File: src/design/sct_pkg.sv
// Shared constants, register map and carrier types of the serial unit
// How it works
// - Transmit-end request raised when last bit leaves with nothing held.
// - Request drops on holding-empty read-then-clear, end clear or enable off.
// - Clock-output select matters only in async mode with internal clock.
// - Async: 00 internal no pin, 01 internal clock out, 1x external in.
// - Sync: source 0 drives clock out, source 1 takes clock from pin.
// - Async clock driven out runs at the bit rate.
// - Status register is 8 bits, reset and standby load 0x84.
// - Status bits 7..0: empty, full, overrun, framing, parity, end, mpb, multiproc_bit_to_send.
// - Writing 1 to flags does nothing; 0 clears only after read as 1.
// - Transmit-end and received multiprocessor bit ignore writes.
// - Holding-empty cleared by read-then-write-0 or by a DMA data write.
// - Holding-empty set on reset, standby, enable off, or shift load.
// - With transmitter on, sending starts once holding-empty is cleared.
// - With transmitter off, holding-empty stays at 1.
package sct_pkg;

    // ------------------------------------------------------------
    // Register byte offsets
    // ------------------------------------------------------------
    localparam logic [7:0] SCT_MODE_OFS = 8'h00;
    localparam logic [7:0] SCT_CTRL_OFS = 8'h04;
    localparam logic [7:0] SCT_STAT_OFS = 8'h08;
    localparam logic [7:0] SCT_HOLD_OFS = 8'h0c;
    localparam logic [7:0] SCT_RATE_OFS = 8'h10;
    localparam logic [7:0] SCT_EVST_OFS = 8'h14;
    localparam logic [7:0] SCT_EVCL_OFS = 8'h18;
    localparam logic [7:0] SCT_EVEN_OFS = 8'h1c;

    // ------------------------------------------------------------
    // Field positions and reset values
    // ------------------------------------------------------------
    localparam int SCT_MODE_SYNC_BIT = 7;
    localparam int SCT_CTRL_TE_BIT = 5;
    localparam int SCT_CTRL_TX_END_IRQ_ENABLE_BIT = 2;
    localparam int SCT_CTRL_CKS_BIT = 1;
    localparam int SCT_CTRL_CKO_BIT = 0;
    localparam logic [7:0] SCT_STAT_RESET = 8'h84;
    localparam logic [7:0] SCT_STAT_FLAG_MASK = 8'hf8;
    localparam logic [7:0] SCT_RATE_RESET = 8'h00;
    localparam int SCT_EV_TX_END = 0;
    localparam int SCT_EV_TX_EMPTY = 1;
    localparam int SCT_EV_RX = 2;
    localparam int SCT_EV_W = 3;

    // ------------------------------------------------------------
    // Frame shape
    // ------------------------------------------------------------
    localparam logic [3:0] SCT_ASYNC_LAST = 4'h9;
    localparam logic [3:0] SCT_SYNC_LAST = 4'h7;
    localparam logic [3:0] SCT_PHASE_LAST = 4'hf;
    localparam int SCT_PHASE_HALF_BIT = 3;

    // ------------------------------------------------------------
    // Carrier types
    // ------------------------------------------------------------
    typedef struct packed {
        logic tx_enable_bit;
        logic tx_end_irq_enable;
        logic clock_source_select;
        logic clock_output_select;
    } sct_ctrl_t;

    typedef struct packed {
        logic tx_holding_empty;
        logic rx_full_flag;
        logic overrun_flag;
        logic framing_error_flag;
        logic parity_error_flag;
        logic tx_end_flag;
        logic multiproc_bit_received;
        logic multiproc_bit_to_send;
    } sct_status_t;

    typedef struct packed {
        logic rx_full_set;
        logic overrun_set;
        logic framing_set;
        logic parity_set;
    } sct_rx_events_t;

endpackage

File: src/design/sct_tx_shift.sv
// Transmit shifter: moves held data into the shift register and sends it
`timescale 1ns/1ps
`default_nettype none

module sct_tx_shift
    import sct_pkg::*;
(
    input wire logic clock,
    input wire logic reset,
    input wire logic enable,
    input wire logic bit_tick,
    input wire logic sync_mode,
    input wire logic hold_valid,
    input wire logic [7:0] hold_data,
    output logic load,
    output logic frame_done,
    output logic txd,
    output logic busy
);

    typedef enum logic [1:0] {SCT_IDLE, SCT_ARM, SCT_RUN} sct_tx_state_t;

    sct_tx_state_t state;
    logic [9:0] tx_shift_reg;
    logic [3:0] bit_count;
    logic [3:0] last_index;
    logic [9:0] frame_word;
    logic at_last;

    // ------------------------------------------------------------
    // Frame layout
    // ------------------------------------------------------------
    // Async frame carries start and stop bits, sync frame only data
    assign last_index = sync_mode ? SCT_SYNC_LAST : SCT_ASYNC_LAST;
    assign frame_word = sync_mode ? {2'b11, hold_data}
                                  : {1'b1, hold_data, 1'b0};
    assign at_last = (bit_count == last_index);
    assign busy = (state != SCT_IDLE);

    // Load from the holding register when idle, or back to back at end
    always_comb
    begin
        load = 1'b0;
        case (state)
            SCT_IDLE: load = enable && hold_valid;
            SCT_RUN: load = enable && bit_tick && at_last && hold_valid;
            default: load = 1'b0;
        endcase
    end

    // ------------------------------------------------------------
    // Sequencer
    // ------------------------------------------------------------
    // First bit waits for a bit boundary so the start bit is full length
    always_ff @(posedge clock)
    begin
        frame_done <= 1'b0;
        if (reset || !enable)
        begin
            state <= SCT_IDLE;
            tx_shift_reg <= '1;
            bit_count <= '0;
            txd <= 1'b1;
        end
        else
        begin
            case (state)
                SCT_IDLE:
                begin
                    if (load)
                    begin
                        tx_shift_reg <= frame_word;
                        state <= SCT_ARM;
                    end
                end
                SCT_ARM:
                begin
                    if (bit_tick)
                    begin
                        txd <= tx_shift_reg[0];
                        tx_shift_reg <= {1'b1, tx_shift_reg[9:1]};
                        bit_count <= '0;
                        state <= SCT_RUN;
                    end
                end
                SCT_RUN:
                begin
                    if (bit_tick)
                    begin
                        if (!at_last)
                        begin
                            txd <= tx_shift_reg[0];
                            tx_shift_reg <= {1'b1, tx_shift_reg[9:1]};
                            bit_count <= bit_count + 4'h1;
                        end
                        else if (load)
                        begin
                            // Continuous sending: no idle gap
                            txd <= frame_word[0];
                            tx_shift_reg <= {1'b1, frame_word[9:1]};
                            bit_count <= '0;
                        end
                        else
                        begin
                            txd <= 1'b1;
                            frame_done <= 1'b1;
                            state <= SCT_IDLE;
                        end
                    end
                end
                default: state <= SCT_IDLE;
            endcase
        end
    end

endmodule
`default_nettype wire

File: src/design/sct_serial_unit.sv
// Serial unit transmit status, clock selection and Wishbone registers
//
// Our own choices: the placing of the registers and the Wishbone interface to the registers.
`timescale 1ns/1ps
`default_nettype none

module sct_serial_unit
    import sct_pkg::*;
(
    input wire logic clock,
    input wire logic reset,
    input wire logic standby,
    input wire logic wb_cyc_i,
    input wire logic wb_stb_i,
    input wire logic wb_we_i,
    input wire logic [7:0] wb_adr_i,
    input wire logic [3:0] wb_sel_i,
    input wire logic [31:0] wb_dat_i,
    output logic [31:0] wb_dat_o,
    output logic wb_ack_o,
    input wire logic dma_tx_write,
    input wire logic [7:0] dma_tx_data,
    input wire sct_rx_events_t rx_events,
    input wire logic rx_multiproc_bit,
    input wire logic sck_in,
    output logic sck_out,
    output logic sck_oe_n,
    output logic txd,
    output logic tx_end_request,
    output logic irq
);

    logic sync_mode;
    sct_ctrl_t ctrl;
    sct_status_t stat;
    logic [7:0] tx_holding_reg;
    logic [7:0] rate;
    logic [7:0] read_armed;
    logic [SCT_EV_W-1:0] ev_status;
    logic [SCT_EV_W-1:0] ev_enable;
    logic [SCT_EV_W-1:0] ev_set;
    logic access;
    logic wr;
    logic rd;
    logic wr_lo;
    logic [31:0] next_rdata;
    logic status_wr;
    logic sck_meta;
    logic sck_sync;
    logic sck_prev;
    logic sck_rise;
    logic sck_fall;
    logic [7:0] div_count;
    logic int_tick16;
    logic tick16;
    logic [3:0] phase;
    logic phase_wrap;
    logic bit_tick;
    logic internal_clk;
    logic tx_load;
    logic tx_done;
    logic tx_busy;
    logic hold_clear_sw;
    logic hold_clear;
    logic init;

    // ------------------------------------------------------------
    // Wishbone slave
    // ------------------------------------------------------------
    // One wait state: ack one cycle after the strobe, dropped after
    assign access = wb_cyc_i && wb_stb_i && !wb_ack_o;
    assign wr = access && wb_we_i;
    assign rd = access && !wb_we_i;
    assign wr_lo = wr && wb_sel_i[0];
    assign init = reset || standby;

    always_ff @(posedge clock)
    begin
        if (reset)
            wb_ack_o <= 1'b0;
        else
            wb_ack_o <= access;
    end

    // Read mux; unmapped and write-only offsets read as zero
    always_comb
    begin
        next_rdata = '0;
        case (wb_adr_i)
            SCT_MODE_OFS: next_rdata[SCT_MODE_SYNC_BIT] = sync_mode;
            SCT_CTRL_OFS:
            begin
                next_rdata[SCT_CTRL_TE_BIT] = ctrl.tx_enable_bit;
                next_rdata[SCT_CTRL_TX_END_IRQ_ENABLE_BIT] = ctrl.tx_end_irq_enable;
                next_rdata[SCT_CTRL_CKS_BIT] = ctrl.clock_source_select;
                next_rdata[SCT_CTRL_CKO_BIT] = ctrl.clock_output_select;
            end
            SCT_STAT_OFS: next_rdata[7:0] = stat;
            SCT_HOLD_OFS: next_rdata[7:0] = tx_holding_reg;
            SCT_RATE_OFS: next_rdata[7:0] = rate;
            SCT_EVST_OFS: next_rdata[SCT_EV_W-1:0] = ev_status;
            SCT_EVEN_OFS: next_rdata[SCT_EV_W-1:0] = ev_enable;
            default: next_rdata = '0;
        endcase
    end

    always_ff @(posedge clock)
    begin
        if (reset)
            wb_dat_o <= '0;
        else if (rd)
            wb_dat_o <= next_rdata;
    end

    // ------------------------------------------------------------
    // Mode, control, holding and rate registers
    // ------------------------------------------------------------
    // Mode is written first by software, then the clock selects
    always_ff @(posedge clock)
    begin
        if (reset)
            sync_mode <= 1'b0;
        else if (wr_lo && wb_adr_i == SCT_MODE_OFS)
            sync_mode <= wb_dat_i[SCT_MODE_SYNC_BIT];
    end

    always_ff @(posedge clock)
    begin
        if (init)
            ctrl <= '0;
        else if (wr_lo && wb_adr_i == SCT_CTRL_OFS)
        begin
            ctrl.tx_enable_bit <= wb_dat_i[SCT_CTRL_TE_BIT];
            ctrl.tx_end_irq_enable <= wb_dat_i[SCT_CTRL_TX_END_IRQ_ENABLE_BIT];
            ctrl.clock_source_select <= wb_dat_i[SCT_CTRL_CKS_BIT];
            ctrl.clock_output_select <= wb_dat_i[SCT_CTRL_CKO_BIT];
        end
    end

    // DMA and CPU share the holding register; DMA wins a same-cycle clash
    always_ff @(posedge clock)
    begin
        if (reset)
            tx_holding_reg <= '0;
        else if (dma_tx_write)
            tx_holding_reg <= dma_tx_data;
        else if (wr_lo && wb_adr_i == SCT_HOLD_OFS)
            tx_holding_reg <= wb_dat_i[7:0];
    end

    always_ff @(posedge clock)
    begin
        if (reset)
            rate <= SCT_RATE_RESET;
        else if (wr_lo && wb_adr_i == SCT_RATE_OFS)
            rate <= wb_dat_i[7:0];
    end

    // ------------------------------------------------------------
    // Status register
    // ------------------------------------------------------------
    assign status_wr = wr_lo && wb_adr_i == SCT_STAT_OFS;

    // Remember which flags were seen at 1; a later 0 write clears those
    always_ff @(posedge clock)
    begin
        if (init)
            read_armed <= '0;
        else if (rd && wb_adr_i == SCT_STAT_OFS)
            read_armed <= stat & SCT_STAT_FLAG_MASK;
        else if (status_wr)
            read_armed <= '0;
    end

    assign hold_clear_sw = status_wr && read_armed[7] && !wb_dat_i[7];
    assign hold_clear = hold_clear_sw || dma_tx_write;

    // Holding-empty: any set source wins over a clear in the same cycle
    always_ff @(posedge clock)
    begin
        if (init)
            stat.tx_holding_empty <= SCT_STAT_RESET[7];
        else if (!ctrl.tx_enable_bit || tx_load)
            stat.tx_holding_empty <= 1'b1;
        else if (hold_clear)
            stat.tx_holding_empty <= 1'b0;
    end

    // Receive-side flags: set by receive events, clear after read as 1
    generate
        for (genvar i = 0; i < 4; i++)
        begin : g_rx_flag
            logic flag;
            always_ff @(posedge clock)
            begin
                if (init)
                    flag <= SCT_STAT_RESET[6-i];
                else if (rx_events[3-i])
                    flag <= 1'b1;
                else if (status_wr && read_armed[6-i] && !wb_dat_i[6-i])
                    flag <= 1'b0;
            end
        end
    endgenerate

    assign stat.rx_full_flag = g_rx_flag[0].flag;
    assign stat.overrun_flag = g_rx_flag[1].flag;
    assign stat.framing_error_flag = g_rx_flag[2].flag;
    assign stat.parity_error_flag = g_rx_flag[3].flag;

    // End flag is hardware-only; new data accepted clears it
    always_ff @(posedge clock)
    begin
        if (init)
            stat.tx_end_flag <= SCT_STAT_RESET[2];
        else if (tx_done)
            stat.tx_end_flag <= 1'b1;
        else if (hold_clear && ctrl.tx_enable_bit)
            stat.tx_end_flag <= 1'b0;
    end

    // Received multiprocessor bit follows the receiver, never software
    always_ff @(posedge clock)
    begin
        if (init)
            stat.multiproc_bit_received <= SCT_STAT_RESET[1];
        else
            stat.multiproc_bit_received <= rx_multiproc_bit;
    end

    always_ff @(posedge clock)
    begin
        if (init)
            stat.multiproc_bit_to_send <= SCT_STAT_RESET[0];
        else if (status_wr)
            stat.multiproc_bit_to_send <= wb_dat_i[0];
    end

    // Request drops with the flag or the enable
    assign tx_end_request = stat.tx_end_flag
                            && ctrl.tx_end_irq_enable;

    // ------------------------------------------------------------
    // Clock pin and bit timing
    // ------------------------------------------------------------
    // Two-stage synchroniser; edges compare the second stage with a delayed copy of it
    always_ff @(posedge clock)
    begin
        if (reset)
        begin
            sck_meta <= 1'b1;
            sck_sync <= 1'b1;
            sck_prev <= 1'b1;
        end
        else
        begin
            sck_meta <= sck_in;
            sck_sync <= sck_meta;
            sck_prev <= sck_sync;
        end
    end

    assign sck_rise = sck_sync && !sck_prev;
    assign sck_fall = !sck_sync && sck_prev;
    assign internal_clk = !ctrl.clock_source_select;

    // Internal divider gives sixteen ticks per bit
    always_ff @(posedge clock)
    begin
        if (reset || div_count == rate)
            div_count <= '0;
        else
            div_count <= div_count + 8'h01;
    end

    assign int_tick16 = (div_count == rate);
    // External async clock already runs at sixteen times the bit rate
    assign tick16 = internal_clk ? int_tick16 : sck_rise;

    always_ff @(posedge clock)
    begin
        if (reset)
            phase <= '0;
        else if (tick16)
            phase <= phase + 4'h1;
    end

    assign phase_wrap = tick16 && (phase == SCT_PHASE_LAST);
    // External sync clock: one bit per falling edge of the pin
    assign bit_tick = (sync_mode && !internal_clk) ? sck_fall
                                                   : phase_wrap;

    // Drive the pin only for the selected internal-clock cases
    always_comb
    begin
        sck_oe_n = 1'b1;
        if (internal_clk)
        begin
            if (sync_mode)
                sck_oe_n = 1'b0;
            else if (ctrl.clock_output_select)
                sck_oe_n = 1'b0;
        end
    end

    // Output clock period is sixteen ticks, which is one bit
    always_ff @(posedge clock)
    begin
        if (reset)
            sck_out <= 1'b1;
        else if (sync_mode && !tx_busy)
            sck_out <= 1'b1;
        else
            sck_out <= phase[SCT_PHASE_HALF_BIT];
    end

    // ------------------------------------------------------------
    // Transmitter
    // ------------------------------------------------------------
    sct_tx_shift u_tx (
        .clock(clock),
        .reset(init),
        .enable(ctrl.tx_enable_bit),
        .bit_tick(bit_tick),
        .sync_mode(sync_mode),
        .hold_valid(!stat.tx_holding_empty),
        .hold_data(tx_holding_reg),
        .load(tx_load),
        .frame_done(tx_done),
        .txd(txd),
        .busy(tx_busy)
    );

    // ------------------------------------------------------------
    // Event status, clear and enable
    // ------------------------------------------------------------
    assign ev_set[SCT_EV_TX_END] = tx_done;
    assign ev_set[SCT_EV_TX_EMPTY] = tx_load;
    assign ev_set[SCT_EV_RX] = |rx_events;

    // New event beats a simultaneous clear so nothing is lost
    always_ff @(posedge clock)
    begin
        if (reset)
            ev_status <= '0;
        else if (wr_lo && wb_adr_i == SCT_EVCL_OFS)
            ev_status <= (ev_status & ~wb_dat_i[SCT_EV_W-1:0]) | ev_set;
        else
            ev_status <= ev_status | ev_set;
    end

    always_ff @(posedge clock)
    begin
        if (reset)
            ev_enable <= '0;
        else if (wr_lo && wb_adr_i == SCT_EVEN_OFS)
            ev_enable <= wb_dat_i[SCT_EV_W-1:0];
    end

    assign irq = |(ev_status & ev_enable);

endmodule
`default_nettype wire

File: config.mk
export PLATFORM = sky130hd
export DESIGN_NAME = sct_serial_unit
export DESIGN_NICKNAME = d
export VERILOG_FILES = /design/src/design/sct_pkg.sv /design/src/design/sct_tx_shift.sv /design/src/design/sct_serial_unit.sv
export SDC_FILE = /design/constraint.sdc
export NUM_CORES = 1
export LEC_CHECK = 0
export ABC_AREA = 1
export BUFFER_PORTS_ARGS = -buffer_cell sky130_fd_sc_hd__buf_2
export CORE_UTILIZATION = 57
export CTS_CLUSTER_SIZE = 16
export DETAILED_ROUTE_END_ITERATION = 10
export HOLD_SLACK_MARGIN = 0.12
export PLACE_DENSITY = 0.84
export SYNTH_ARGS = -nofsm -noshare
export SYNTH_HDL_FRONTEND = slang
export SYNTH_HIERARCHICAL = 1
export SYNTH_SLANG_ARGS = --single-unit
File: constraint.sdc
create_clock -name clock -period 3.7 [get_ports clock]
set_input_delay 0.37 -clock clock [delete_from_list [all_inputs] [get_ports clock]]
set_output_delay 0.37 -clock clock [all_outputs]
set_load 0.01 [all_outputs]
# Word level (Yosys, flattened, before mapping)
# Index checks and enable logic that the tools add are counted.
# word_totals
latch_bits	0
mem_bits_rw	0
in_bits	65
n_memories	0
wordCells	181
romBits	0
regBits	83
out_inout_bits	38
# op_classes
n_eq_ne	18
reduce_logical	72
order_cmp	0
n_div	0
bitwise_logic	8
shift	0
add_sub_neg	3
multipliers	0
n_mux	49
# ops
operator	n
10-bit 2-to-1 mux	5
1-bit logical AND	34
8-bit by 5-bit == test with 1-bit output, second input constant	4
8-bit 2-to-1 mux	4
10-bit case mux with 3 select lines	1
4-bit 2-to-1 mux	5
1-bit 2-to-1 mux	18
3-bit case mux with 6 select lines	1
8-bit by 4-bit == test with 1-bit output, second input constant	2
2-bit nonzero test	8
1-bit zero test	12
2-bit case mux with 3 select lines	2
2-bit 2-to-1 mux	5
5-bit AND reduction	2
9-bit 2-to-1 mux	1
4-bit by 1-bit adder with 4-bit output, second input constant	2
8-bit by 1-bit adder with 8-bit output, second input constant	1
8-bit by 3-bit == test with 1-bit output, second input constant	1
8-bit == test	1
8-bit zero test	1
1-bit case mux with 4 select lines	2
4-bit case mux with 2 select lines	1
4-bit OR reduction	2
3-bit AND	2
20 further kinds	33

# Logic depth before layout (Yosys ltp)
# Gate-level depths: netlist (run 1).
# depth
ltp_word	13
mapped_depth	18
depth_no_buf	18

# Modules after synthesis
# The synthesis (run 1) kept the hierarchy.
# by_module_without_submodules
module	area_per_inst_um2	cells_per_inst	n_inst	seq_area_each_um2
sct_serial_unit	3291.9	466	1	1301.2
sct_tx_shift	1207.4	195	1	340.3

# Worst setup path after synthesis (run 1)
# Ideal clock, no wire load.
# synth_timing
path_type	reg2reg
startpoint	reg div_count[4]
endpoint	reg u_tx.tx_shift_reg[0]
n_path_buf	0
stages_incl_launch_ff	16
t_required_ps	3566
arrival_time_ps	1939
setup_ps	134
period_less_slack_ps	2073
path_slack_ps	1627
path_cell_list	dfxtp_1 > nand2_1 > nand2_1 > nand2_1 > nor2_1 > nand3_2 > nand2_2 > nand3_1 > o21ai_0 > nor2_2 > nor3_4 > nand2_2 > nand2_1 > nand4_2 > nand2_1 > nand3_1
# synth_via
elab_chain_cells	10
elab_cells_between_ends	13
classes_between	eq/ne: 5; mux: 3; reduce/logical: 5
# synth_lines
element	line	source
from (decl)	sct_serial_unit.sv:53	logic [7:0] div_count;
from (signal assigned)	sct_serial_unit.sv:273	div_count <= div_count + 8'h01;
8-bit == test *	sct_serial_unit.sv:276	assign int_tick16 = (div_count == rate);
1-bit 2-to-1 mux *	sct_serial_unit.sv:278	assign tick16 = internal_clk ? int_tick16 : sck_rise;
1-bit logical AND *	sct_serial_unit.sv:288	assign phase_wrap = tick16 && (phase == SCT_PHASE_LAST);
1-bit 2-to-1 mux *	sct_serial_unit.sv:290	assign bit_tick = (sync_mode && !internal_clk) ? sck_fall
via bit_tick	sct_serial_unit.sv:58	logic bit_tick;
1-bit logical AND (3 in series)	sct_tx_shift.sv:46	SCT_RUN: load = enable && bit_tick && at_last && hold_valid;
1-bit case mux with 2 select lines	sct_tx_shift.sv:44	case (state)
3-bit inequality test (no line) or 2-bit inequality test (tied branches)	--	
5-bit AND reduction (no line) *	--	
to (signal assigned)	sct_tx_shift.sv:72	tx_shift_reg <= frame_word;
to (signal assigned)	sct_tx_shift.sv:81	tx_shift_reg <= {1'b1, tx_shift_reg[9:1]};
to (signal assigned)	sct_tx_shift.sv:93	tx_shift_reg <= {1'b1, tx_shift_reg[9:1]};
to (decl)	sct_tx_shift.sv:24	logic [9:0] tx_shift_reg;
# Mark *: on every way through the listed nets, which the timed path passes. The rest lies on a longest branch.
# A chain may end at the register's enable or synchronous reset.

# Worst setup path in the final report (run 1)
# layout_timing
startpoint	reg div_count[6]
endpoint	reg u_tx.tx_shift_reg[5]
# Same word-level chain as after synthesis.

==> results of run 1 <==
cell type report:
type                       count  area share, %
tap                          102           2.60
timing repair buffer          53           5.50
sequential                    82           33.4
clock inverter                 7           1.25
inverter                      81           6.28
multi-input combinational    483           48.5
clock buffer                   9           2.52
layer usage:
layer	up-vias	share of wire, %	global-route usage (%)
met5	-	0	0
met4	0	3.2	13.2
met3	31	6.6	4.71
met2	174	47	45.9
met1	1979	44	35.6
li1	2162	-	-
cells by family (layout without fill, tap and decap cells):
kind of cell | Yosys count | count (layout) | synth area share (%)
AND/OR/NAND/NOR | 342 | 342 | 35.2
adder cells (fa/ha/maj) | 7 | 7 | 1.95
other | 1 | 24 | 0.0833
XOR/XNOR | 9 | 9 | 1.75
buffers and inverters | 119 | 150 | 12.5
flip-flops | 82 | 82 | 36.5
AO/OA/AOI/OAI | 101 | 101 | 12.1
power groups by stage:
stage	registers, mW	clock network [mW]	logic [mW]
after floorplan	0.931	0	0.100
after global placement	0.933	0	0.121
after detailed placement	0.933	0	0.125
after CTS	0.913	0.623	0.125
after global routing	0.916	0.669	0.142
final	0.913	0.619	0.127
metrics by stage:
| step | std cells | util (%) |
|---|---|---|
| finish | 817 | 64.0 |
| global route | 817 | 64.0 |
| CTS | 817 | 64.0 |
| detailed placement | 801 | 61.6 |
| global placement | 801 | 61.6 |
| floorplan | 684 | - |
cell usage in the layout, fill, tap and decap left out, types with 2 or more instances in the layout:
master and n:
sky130_fd_sc_hd__conb_1 24, sky130_fd_sc_hd__nor2_1 62, sky130_fd_sc_hd__xnor2_1 5, sky130_fd_sc_hd__o21a_1 2, sky130_fd_sc_hd__xor2_1 4, sky130_fd_sc_hd__nand3_2 6, sky130_fd_sc_hd__nand4_1 3, sky130_fd_sc_hd__clkinvlp_4 2
sky130_fd_sc_hd__or2_2 3, sky130_fd_sc_hd__nor2_4 6, sky130_fd_sc_hd__nand2_1 176, sky130_fd_sc_hd__nand2_2 10, sky130_fd_sc_hd__nor3_1 5, sky130_fd_sc_hd__nor2_2 7, sky130_fd_sc_hd__o21ai_0 39, sky130_fd_sc_hd__nand3_1 54
sky130_fd_sc_hd__a21oi_2 2, sky130_fd_sc_hd__o21ai_1 13, sky130_fd_sc_hd__clkinv_4 3, sky130_fd_sc_hd__buf_4 2, sky130_fd_sc_hd__a21oi_1 36, sky130_fd_sc_hd__a211oi_1 5, sky130_fd_sc_hd__buf_2 51, sky130_fd_sc_hd__inv_1 73
sky130_fd_sc_hd__inv_6 2, sky130_fd_sc_hd__dfxtp_1 82, sky130_fd_sc_hd__clkbuf_8 9, sky130_fd_sc_hd__inv_2 6, sky130_fd_sc_hd__ha_1 7
worst min-delay path by stage:
stage / startpoint / endpoint / slack, ns / cells after the start
2_1_floorplan: sck_meta / sck_sync / 0.39 / 1
3_3_place_gp: sck_meta / sck_sync / 0.40 / 1
3_5_place_dp: sck_meta / sck_sync / 0.41 / 1
4_1_cts: sck_in / sck_meta / 0.20 / 2
5_1_grt: sck_in / sck_meta / 0.20 / 2
6_report: sck_in / sck_meta / 0.20 / 2
==> results.txt, run 1 <==
- Synth Warn #: 6
* Relative slew margins: 34.3%
* Outcome: finished, final reports clean
- The clock passes through at most 2 buffers.
* Flip-flop count of the largest register after layout: 9
- Crit-path cells: xnor2_1, nand2_1, nor2_1, nand3_2, nand2_2, nand3_1, o21ai_0, nor2_2, nor3_4, nand2_2, nand2_1, nand4_2, nand2_1, nand3_1
- The tool flagged a number of max-cap violations equal to 0.
- Cell count after synthesis: 661
- The number of antenna violations at the first check in global routing was 0.
- Wire length after detailed routing: 10800 µm
* Number of endpoints failing setup at the final stage: 0
- Clock network power share: 37.3%
* TritonCTS buffer count: 9
- Ranked by total cell area, the synthesized netlist is headed by sky130_fd_sc_hd__dfxtp_1 (36%), sky130_fd_sc_hd__nand2_1 (15%), sky130_fd_sc_hd__inv_1 (6.1%).
- Summed over all cells, the static leakage comes to 2.22 nW.
* Vias in the first global route: 3981
* Worst-case vdd ir drop: 0.000248 V
- Area added between synthesis and finish: 9.29%
- Critical path's top delay family: simple AND/OR/NAND/NOR gates
* PwrDens: 337 mW/mm²
- Number of antenna diodes: 0
- Data on the critical path is required at its endpoint by 3.90 ns.
- Between clock sinks in the finished design, the worst skew comes to 0.0118 ns.
- Clock tree synthesis selected as its root buffer the cell sky130_fd_sc_hd__clkbuf_8.
- Register-to-Register Setup Slack: 1.06 ns
- The internal power of the cells totals 1.20 mW.
- Pin count of the biggest net entering global routing: 33
- Crit path largest cell delay: 0.41 ns
- Post-DP Area: 0.00473 mm²
* Share of Yosys cell area claimed by the top area cell type: 36.5%
- The most numerous cell type found on the critical path is sky130_fd_sc_hd__nand2_1.
- End of the critical path: u_tx/tx_shift_reg[5]
* DRC marker count from the first detailed-route iteration: 309
- At the placement stage, the worst setup path has a slack of 1.13 ns.
* Avg Inst Size Synth: 6.81 µm²
* Final nets: 782
- Destination of the worst register-to-register timing path: u_tx/tx_shift_reg[5]
- The H-tree generated during clock tree synthesis spans 3 levels.
- Subtracting the final worst setup slack from the clock period gives 2.64 ns.
- Counting both buffers and inverters, the worst setup path holds a total of 0.
- Before antenna repair, the detailed router went through 5 iterations.
- In this run the worst path has a maximum fanout of 9.
* Fraction of power consumed by sequential logic: 55.0%
- For this block, the via count after detailed routing is 4346.
- Most used flip-flop cell after synthesis: sky130_fd_sc_hd__dfxtp_1
- For this design, the CTS-stage hold fixing added 0 buffers.
- At the end of routability-driven placement, the weighted congestion stood at 0.938.
* Leading post-synthesis cells by instance count: sky130_fd_sc_hd__nand2_1 (176), sky130_fd_sc_hd__dfxtp_1 (82), sky130_fd_sc_hd__inv_1 (73)
* Switching part of the total: 27.9%
- In the routed layout, each cell is associated on average with a via count of 5.32.
- Overall power consumption after layout is estimated at 1.66 mW.
- The first global-routing pass estimated 18300 µm of wire.
- The critical path starts at div_count[6].
- In the final layout, flip-flops and latches occupy 0.00164 mm².
- Cell with the most instances after synthesis: sky130_fd_sc_hd__nand2_1
- HPWL after DPL: 8230 µm
* Area taken by multi-input logic gates: 0.00238 mm²
* Period utilization: 71.5%
- Stages on the worst setup path: 14
* TritonCTS clock tree: built
* Standard-cell rows: 32
- Post-CTS setup buffer count: 0
- Die Outline Area: 0.00825 mm²
- The floorplan step defined a core boundary enclosing 0.00769 mm².
- Number of distinct library cell variants in the gate-level netlist after synthesis: 44
* Switch Pwr: 0.462 mW
* Insertion delay of the later-clocked pin in the worst-skew pair: 0.36 ns
- Port buffering added 51 buffers.
- The startpoint identified for the worst register-to-register timing path is div_count[6].
- Crit Path Category: reg2reg
- The total count of max-transition violations in the final report was 0.
- For this run, the register share of the synthesized area comes to 36.5%.
- Per report_power, the combinational group accounts for 7.7% of the total.
- Final standard cell area without fillers: 0.00492 mm²
- Global routing used 27.9% of the available tracks.
- Fraction of final layout cells sized beyond drive strength 1: 16.4%
- On the final layout, the worst hold slack is 0.202 ns.
- Adding up every negative setup slack in the final design gives 0 ns.
- In this run the vertical extent of the chip is 90.8 µm.
- Number of enable flip-flop cells after synthesis: 0
- Crit path max-delay cell type: sky130_fd_sc_hd__dfxtp_1
* Clock Sink Count: 82
- After detailed routing, the average wire length per cell comes to 13.3 µm.
- Congestion Overflow GR: 0
* Startpoint types: flip-flop
* Worst Tran Pin Value: 0.982 ns
* Worst hold path type: in2reg
* Area leader, netlist: sky130_fd_sc_hd__dfxtp_1
* Number of remaining DRC errors: 0
* Top Ports: 103
* Max Freq: 378 MHz
- Once detail routing completed, the nets flagged for antenna violations numbered 0.
- Counting the fill cells in the layout gives 718.
* Endpoint type of the worst setup path: flip-flop
- Across all setup checks in the final design, the least slack found is 1.06 ns.
* Final hold violations: 0
- Measured in cells, the most critical reg-to-reg path has a length of 14.
- For this configuration, the core starts out at a cell density of 58.5%.
* Netlist area before placement: 0.00450 mm²
- Clock-pin slew was measured on the worst setup and hold paths at 0.10 ns.
* Die span in x: 90.8 µm
- Setup repair after global routing left no endpoint under its margin.
- Resized Gates After CTS: 0
- Async set-or-reset flop fraction in the synthesized netlist: 0%
* Worst Path Arrival: 2.85 ns
* Synthesized flop and latch total: 82
Note: power is estimated with default switching activity, not from simulation.
==> inputs of run 2 (changes only) <==
--- a/config.mk
+++ b/config.mk
@@ -7,11 +7,11 @@
 export LEC_CHECK = 0
 export ABC_AREA = 1
 export BUFFER_PORTS_ARGS = -buffer_cell sky130_fd_sc_hd__buf_2
-export CORE_UTILIZATION = 57
+export CORE_UTILIZATION = 54
 export CTS_CLUSTER_SIZE = 16
 export DETAILED_ROUTE_END_ITERATION = 10
 export HOLD_SLACK_MARGIN = 0.12
-export PLACE_DENSITY = 0.84
+export PLACE_DENSITY = 0.8
 export SYNTH_ARGS = -nofsm -noshare
 export SYNTH_HDL_FRONTEND = slang
 export SYNTH_HIERARCHICAL = 1
==> constraint.sdc (replaced) <==
create_clock -name clock -period 2.7 [get_ports clock]
set_input_delay 0.27 -clock clock [delete_from_list [all_inputs] [get_ports clock]]
set_output_delay 0.27 -clock clock [all_outputs]
set_load 0.01 [all_outputs]
==> run 2 against run 1 <==
Net effect:
- clock skew is 0.0028 ns lower
- combinational power is 42% higher
- via count is 0.48% higher
- largest cell class unchanged
==> results.txt, run 2 (synthesis results as in run 1) <==
- Outcome: finished, final reports clean
- The residual DRC count is 0 (unchanged).
- The number of global-route vias before repair was 4249 (+6.7%).
- Reg clk slew, reported paths: 0.09 ns (about the same)
* Number of endpoints failing setup at the final stage: 0 (unchanged)
* Required time at the endpoint of the critical path: 3.00 ns (-0.90 ns)
- The peak supply drop is 0.000254 V (+2.3%).
- The largest clock skew in the final design is 0.00892 ns (-0.00284 ns).
- The first-pass GRT wire length came to 19100 µm (+4.7%).
- TritonCTS buffer count: 9 (unchanged)
- Worst Path Arrival: 2.71 ns (-0.14 ns)
- STA classifies the critical path endpoint as a flip-flop.
- Count of TritonRoute iterations in the first routing pass: 5 (unchanged)
* Pin count of the biggest net entering global routing: 20 (-39%)
* Die Outline Area: 0.00870 mm² (+5.4%)
* Standard-cell rows: 32 (unchanged)
* Utilization after layout: 63.9% (-0.085 points)
* Startpoint types: flip-flop
* Antenna violations before repair: 0 (unchanged)
- HPWL after DPL: 8490 µm (+3.2%)
- Number of buffers added on ports: 51 (unchanged)
- Number of antenna diodes: 0 (unchanged)
- The die extent in x is 93.3 µm (+2.7%).
- DRC marker count from the first detailed-route iteration: 294 (-4.9%)
- Crit Path Category: reg2reg
* Final number of max-transition violations: 0 (unchanged)
- The number of routed nets with antenna violations is 0 (unchanged).
* Summed negative setup slack over all endpoints: 0 ns (unchanged)
- Relative to the synthesized area, the layout overhead comes to 12.0%.
- The shortest period the worst path allows was 2.41 ns (-0.239 ns).
- Commonest cells after routing, fill and taps aside: sky130_fd_sc_hd__nand2_1 (176), sky130_fd_sc_hd__dfxtp_1 (80), sky130_fd_sc_hd__inv_1 (73)
- Leaving out fill and tap cells, the most frequent cell in the layout is sky130_fd_sc_hd__nand2_1.
- Maximum root-to-sink buffer count: 2 (unchanged)
- Final hold violations: 0 (unchanged)
- GP Congestion: 0.904 (-3.7%)
* PwrDens: 486 mW/mm² (+44%)
* Vias per inst: 5.29 (-0.49%)
- The floorplan die height is 93.3 µm (+2.7%).
* Detailed-route via count: 4367 (+0.48%)
* Worst Tran Pin Value: 0.525 ns (-0.457 ns)
- The final cycle utilization of the critical path was 89.1% (+18 points).
* Fraction of final layout cells sized beyond drive strength 1: 17.6% (+1.2 points)
* TritonCTS clock tree: built
- Initial cell density of the core: 57.0% (-1.5 points)
- The aggregate global-route resource usage was 27.9% (+0.034 points).
* Top Ports: 103 (unchanged)
- Congestion Overflow GR: 0 (unchanged)
* Static Leak: 2.29 nW (+3.2%)
* Cell at the root of the clock tree: sky130_fd_sc_hd__clkbuf_8
- Wire length after detailed routing: 11100 µm (+2.2%)
* Least setup slack across all paths after layout: 0.295 ns (-0.761 ns)
* Flip-flop count of the largest register after layout: 9 (unchanged)
- Max Freq: 416 MHz (+9.9%)
- Relative slew margins: 65.0% (+31 points)
* Final nets: 790 (+1.0%)
- The number of max-capacitance violations reported was 0 (unchanged).
- The H-tree depth came to 3 (unchanged).
- The min-delay analysis places its worst path in the category in2reg.
- The setup slack after placement is 0.262 ns (-0.864 ns).
* Overall Power: 2.45 mW (+48%)
- Insertion delay of the later-clocked pin in the worst-skew pair: 0.36 ns (about the same)
- The core box area came to 0.00789 mm² (+2.6%).
* Maximum fanout along the worst path: 9 (unchanged)
* Unrepaired setup endpoints after global routing: no
- Routed wirelength normalized by instance count: 13.4 µm (+1.2%)
- Clock Sink Count: 82 (unchanged)
## run 2: cell count changes in the layout (fill, tap and decap cells not counted), sizes merged
| cell | delta |
|---|---|
| clkinvlp | -2 |
| buf | +6 |
| dlygate4sd3 | +2 |
| bufinv | +2 |
## run 2: path summary, 6_finish.rpt
kind | startpoint | end | cells past startpoint | slack (ns)
max | div_count[6] | u_tx/tx_shift_reg[5] | 15 | 0.29
max reg2reg | div_count[6] | u_tx/tx_shift_reg[5] | 15 | 0.29
min reg2reg | sck_meta | sck_sync | 1 | 0.43
min | rx_events[0] | g_rx_flag[3].flag | 3 | 0.14
## run 2: per-layer routing
metal	track usage [%]	wire length, µm
met4	9.23	305
met5	0	0
met1	35.5	4980
met3	6.34	787
met2	46.8	5010
## run 2: power breakdown
part	leakage [nW]	switching [mW]	internal [mW]
Combinational	1.51	0.118	0.0614
Clock	0.115	0.488	0.531
Sequential	0.667	0.0183	1.23
Total	2.29	0.624	1.82
## run 2: per-stage QoR
| stage | area (µm²) | hold WS, ns | instances |
|---|---|---|---|
| 2_1_floorplan | 4590 | 0.374 | 684 |
| 3_3_place_gp | 4750 | 0.399 | 804 |
| 3_5_place_dp | 4750 | 0.412 | 804 |
| 4_1_cts | 5000 | 0.141 | 822 |
| 5_1_grt | 5040 | 0.155 | 825 |
| 6_report | 5040 | 0.140 | 825 |
## run 2: worst max-delay path, stage by stage (launching register included)
cell and delay (ns):
sky130_fd_sc_hd__dfxtp_1 0.40, sky130_fd_sc_hd__xnor2_1 0.15, sky130_fd_sc_hd__nand2_1 0.07, sky130_fd_sc_hd__nor2_1 0.17, sky130_fd_sc_hd__nand3_2 0.18, sky130_fd_sc_hd__nand2_2 0.14, sky130_fd_sc_hd__nand3_1 0.09, sky130_fd_sc_hd__o21ai_2 0.09
sky130_fd_sc_hd__nor2_2 0.09, sky130_fd_sc_hd__nor3_4 0.27, sky130_fd_sc_hd__nand2_2 0.11, sky130_fd_sc_hd__nand2_1 0.14, sky130_fd_sc_hd__nand2_2 0.10, sky130_fd_sc_hd__nor2_8 0.16, sky130_fd_sc_hd__nand3_1 0.10, sky130_fd_sc_hd__nand3_1 0.08
## run 2: final cells by class
| class | count | area, µm² |
|---|---|---|
| repair buffers | 61 | 335 |
| inverters | 81 | 309 |
| flip-flops and latches | 82 | 1640 |
| clock inverters | 7 | 100 |
| fillers | 720 | 2850 |
| well taps | 102 | 128 |
| clock buffers | 9 | 124 |
| multi-input cells | 483 | 2400 |
## run 2: what timing repair did
action / CTS / global route
gates resized for setup: 0 / 6
hold endpoints to repair: 2 / 0
hold buffers: 2 / 0
setup buffers: 0 / 3
endpoints found under the setup margin: 0 / 13
==> inputs of run 3 (changes only) <==
--- a/config.mk
+++ b/config.mk
@@ -5,13 +5,12 @@
 export SDC_FILE = /design/constraint.sdc
 export NUM_CORES = 1
 export LEC_CHECK = 0
-export ABC_AREA = 1
 export BUFFER_PORTS_ARGS = -buffer_cell sky130_fd_sc_hd__buf_2
-export CORE_UTILIZATION = 54
+export CORE_UTILIZATION = 55
 export CTS_CLUSTER_SIZE = 16
 export DETAILED_ROUTE_END_ITERATION = 10
 export HOLD_SLACK_MARGIN = 0.12
-export PLACE_DENSITY = 0.8
+export PLACE_DENSITY = 0.81
 export SYNTH_ARGS = -nofsm -noshare
 export SYNTH_HDL_FRONTEND = slang
 export SYNTH_HIERARCHICAL = 1
==> run 3 against run 2 <==
Net effect:
- global-route usage is 0.77 points higher
- via count is 2.8% lower
- maximum frequency is 6.8% lower
- final area is 3.9% higher
- combinational power is 24% higher
- clock-buffer cell count stayed put
- critical path type unchanged
- highest routed layer unchanged
==> results.txt, run 3 <==
- The largest clock skew in the final design was 0.0107 ns (+0.00181 ns).
- By area the synthesized netlist is led by sky130_fd_sc_hd__dfxtp_1 (35%), sky130_fd_sc_hd__mux2i_1 (7.0%), sky130_fd_sc_hd__nand2_1 (4.2%).
* Logic gate share of total power: 9.6% (+2.3 points)
* Crit-path cells: xor2_1, nor4_2, nand2_1, o31ai_4, mux2i_4, or2_1, a21oi_1, nor2_1, a311oi_1
- Fill cell count: 708 (-1.7%)
- The peak supply drop is 0.000267 V (+5.4%).
* Number of endpoints failing setup at the final stage: 0 (unchanged)
- The H-tree depth came to 3 (unchanged).
- The power per standard cell area was 442 mW/mm² (-9.0%).
- Buffers & Inverters on Critical Path: 0 (unchanged)
- Final number of max-transition violations: 0 (unchanged)
- The I/O pin total is 103 (unchanged).
- Clock Sink Count: 82 (unchanged)
- The final cycle utilization of the critical path was 95.6% (+6.5 points).
- Grouping stages by cell kind, the critical path spends the most delay in compound AO/OA/AOI/OAI gates.
- The routed wire length per instance is 17.2 µm (+28%).
- The number of antenna violations at the first check in global routing came to 0 (unchanged).
* Worst Path Arrival: 2.86 ns (+0.15 ns)
- TritonCTS buffer count: 9 (unchanged)
* Standard-cell rows: 33 (+3.1%)
* Number of enable flip-flop cells after synthesis: 0 (unchanged)
- The starting utilization of the core area came to 56.9% (-0.16 points).
- The final net count came to 668 (-15%).
- For this design, the slowest cell found on the critical path is sky130_fd_sc_hd__dfxtp_1.
* Core Box Area: 0.00826 mm² (+4.7%)
- Clock network power share: 36.1% (-5.5 points)
* Reg clk slew, reported paths: 0.09 ns (about the same)
- Vias in the first global route: 4154 (-2.2%)
- Outcome: finished, final reports clean
- Relative slew margins: 41.4% (-24 points)
- The flip-flop and latch count after synthesis is 82 (unchanged).
- Wire length after detailed routing: 12100 µm (+9.3%)
- GRT Util Overall: 28.7% (+0.77 points)
- The worst setup path is launched from a flip-flop.
* Utilization after layout: 63.4% (-0.47 points)
* Required time at the endpoint of the critical path: 2.98 ns (-0.02 ns)
- The highest metal layer carrying signal wires in the routed design is met4.
- Synth Warn #: 6 (unchanged)
* Die span in x: 94.4 µm (+1.2%)
- Congestion Overflow GR: 0 (unchanged)
- Unrepaired setup endpoints after global routing: yes
- Length of routed met3 wiring: 839 µm (+6.6%)
- The power dissipated by switching net loads was 0.655 mW (+4.9%).
- The most common cell in the synthesized netlist is sky130_fd_sc_hd__dfxtp_1.
- The first-pass detailed-route iteration total was 7 (+2).
- The final count of hold timing violations came to 0 (unchanged).
* Detailed-route wire length on metal 1: 4970 µm (-0.28%)
- Worst Tran Pin Value: 0.876 ns (+0.351 ns)
- Most used flip-flop cell after synthesis: sky130_fd_sc_hd__dfxtp_1
* Final ANT Viol Nets: 0 (unchanged)
* Cell count after synthesis: 541 (-18%)
- The number of max-capacitance violations reported was 0 (unchanged).
* Cell Count Post-Placement: 688 (-14%)
- The detailed placer's ending HPWL came to 8780 µm (+3.5%).
- Crit Path Category: reg2reg
- The library cell used most frequently in the layout, excluding fill and tap cells, is sky130_fd_sc_hd__dfxtp_1.
- The first-pass GRT wire length came to 19800 µm (+3.6%).
* Number of remaining DRC errors: 0 (unchanged)
- TritonCTS clock tree: built
- The worst hold-check slack was 0.194 ns (+0.0534 ns).
* Commonest cells after routing, fill and taps aside: sky130_fd_sc_hd__dfxtp_1 (82), sky130_fd_sc_hd__nand2_1 (53), sky130_fd_sc_hd__buf_2 (51)
- The sequential power share came to 54.2% (+3.1 points).
- DRC marker count from the first detailed-route iteration: 248 (-16%)
- Vias per inst: 6.01 (+14%)
- The leakage component of the power was 2.14 nW (-6.4%).
* Async set-or-reset flop fraction in the synthesized netlist: 0% (unchanged)
- Fraction of final layout cells sized beyond drive strength 1: 21.3% (+3.7 points)
* Flip-flop count of the largest register after layout: 9 (unchanged)
- The shortest period the worst path allows was 2.58 ns (+0.175 ns).
- Endpoint type of the worst setup path: flip-flop
- Summed over all instances, the cell type with the most area after synthesis is sky130_fd_sc_hd__dfxtp_1.
- The floorplan die height came to 94.4 µm (+1.2%).
- The number of antenna diodes came to 0 (unchanged).
- The via count came to 4245 (-2.8%).
- Maximum root-to-sink buffer count: 2 (unchanged)
* Crit path largest cell delay: 0.35 ns (-0.05 ns)
* Number of distinct library cell variants in the gate-level netlist after synthesis: 75 (+70%)
* Cell at the root of the clock tree: sky130_fd_sc_hd__clkbuf_8
- The average footprint of a synthesized cell is 8.68 µm² (+28%).
- The final weighted congestion in routability-driven placement is 0.953 (+5.5%).
* Area added between synthesis and finish: 11.5%
- The accumulated negative setup slack was 0 ns (unchanged).
- Switching part of the total: 28.3% (+2.8 points)
- The pin count of the biggest net entering global routing was 37 (+85%).
- The count of buffers from port buffering came to 51 (unchanged).
* Worst hold path type: in2reg
- The wire length on met2 is 5880 µm (+17%).
* Internal portion of total power: 1.66 mW (-9.0%)
- Die Outline Area: 0.00891 mm² (+2.4%)
* Layout Cells excl Fill: 706 (-14%)
* Maximum fanout along the worst path: 4 (-5)
- The post-CTS setup buffer count came to 0 (unchanged).
* Share of Yosys cell area claimed by the top area cell type: 34.9% (-1.5 points)
* Proportion of synthesized chip area in sequential cells: 34.9% (-1.5 points)
- Max Freq: 388 MHz (-6.8%)
* Leading post-synthesis cells by instance count: sky130_fd_sc_hd__dfxtp_1 (82), sky130_fd_sc_hd__nand2_1 (53), sky130_fd_sc_hd__nand3_1 (35)
- The source-to-sink clock delay at the later pin of the worst-skew pair was 0.37 ns (about the same).
- The combined area of all synthesized cells came to 0.00470 mm² (+4.4%).
## run 3: worst paths after layout
kind | slack [ns] | endpoint | depth (start not counted) | startpoint
worst max-delay path | 0.12 | ev_status[1] | 9 | rate[4]
worst min-delay path | 0.19 | g_rx_flag[2].flag | 3 | rx_events[1]
worst max register to register | 0.12 | ev_status[1] | 9 | rate[4]
worst min register to register | 0.42 | sck_sync | 1 | sck_meta
## run 3: cells by family after synthesis
group / after synthesis / synth area share, %
fa+ha+maj: 7 / 1.86
mux: 46 / 10.1
flops: 82 / 34.9
other cells: 1 / 0.0798
simple gates: 201 / 23.6
buf+inv: 67 / 8.26
compound gates: 123 / 18.5
xor+xnor: 14 / 2.61
## run 3: power by group through the flow
| stage | registers (mW) | clock network, mW | logic [mW] |
|---|---|---|---|
| floorplan | 1.28 | 0 | 0.163 |
| global placement | 1.28 | 0 | 0.207 |
| detailed placement | 1.28 | 0 | 0.215 |
| CTS | 1.25 | 0.844 | 0.218 |
| global route | 1.26 | 0.888 | 0.242 |
| finish | 1.26 | 0.836 | 0.223 |
## run 3: worst register-to-register path: stages (launching register included)
cell	delay (ns)
sky130_fd_sc_hd__dfxtp_1	0.35
sky130_fd_sc_hd__xor2_1	0.18
sky130_fd_sc_hd__nor4_2	0.33
sky130_fd_sc_hd__nand2_1	0.17
sky130_fd_sc_hd__o31ai_4	0.30
sky130_fd_sc_hd__mux2i_4	0.16
sky130_fd_sc_hd__or2_1	0.30
sky130_fd_sc_hd__a21oi_1	0.35
sky130_fd_sc_hd__nor2_1	0.09
sky130_fd_sc_hd__a311oi_1	0.26
## run 3: repair_timing
| item | in CTS | in global routing |
|---|---|---|
| gates resized for setup | 0 | 6 |
| endpoints found under the hold margin | 2 | 0 |
| hold buffers | 2 | 0 |
| endpoints found under the setup margin | 0 | 12 |
## run 3: cell type report
cell class	instances	area, µm²	share of cell area [%]
Clock inverter	7	52.6	1.00
Tap cell	105	131	2.51
Sequential cell	82	1640	31.3
Multi-Input combinational cell	415	2810	53.7
Timing Repair Buffer	71	410	7.84
Inverter	17	63.8	1.22
Clock buffer	9	124	2.37
## run 3: stage by stage
stage          area, µm²  worst slack, ns  total power, mW
2_1_floorplan       4800        0.0000859             1.44
3_3_place_gp        5000            0.136             1.49
3_5_place_dp        5000           0.0601             1.50
4_1_cts             5190           0.0354             2.32
5_1_grt             5240          -0.0376             2.39
6_report            5240            0.120             2.31
## run 3: per-layer routing
layer  vias up  track usage (%)
met5         -                0
li1       2031                -
met1      1983             34.0
met4         0             15.1
met2       197             49.0
met3        34             5.48
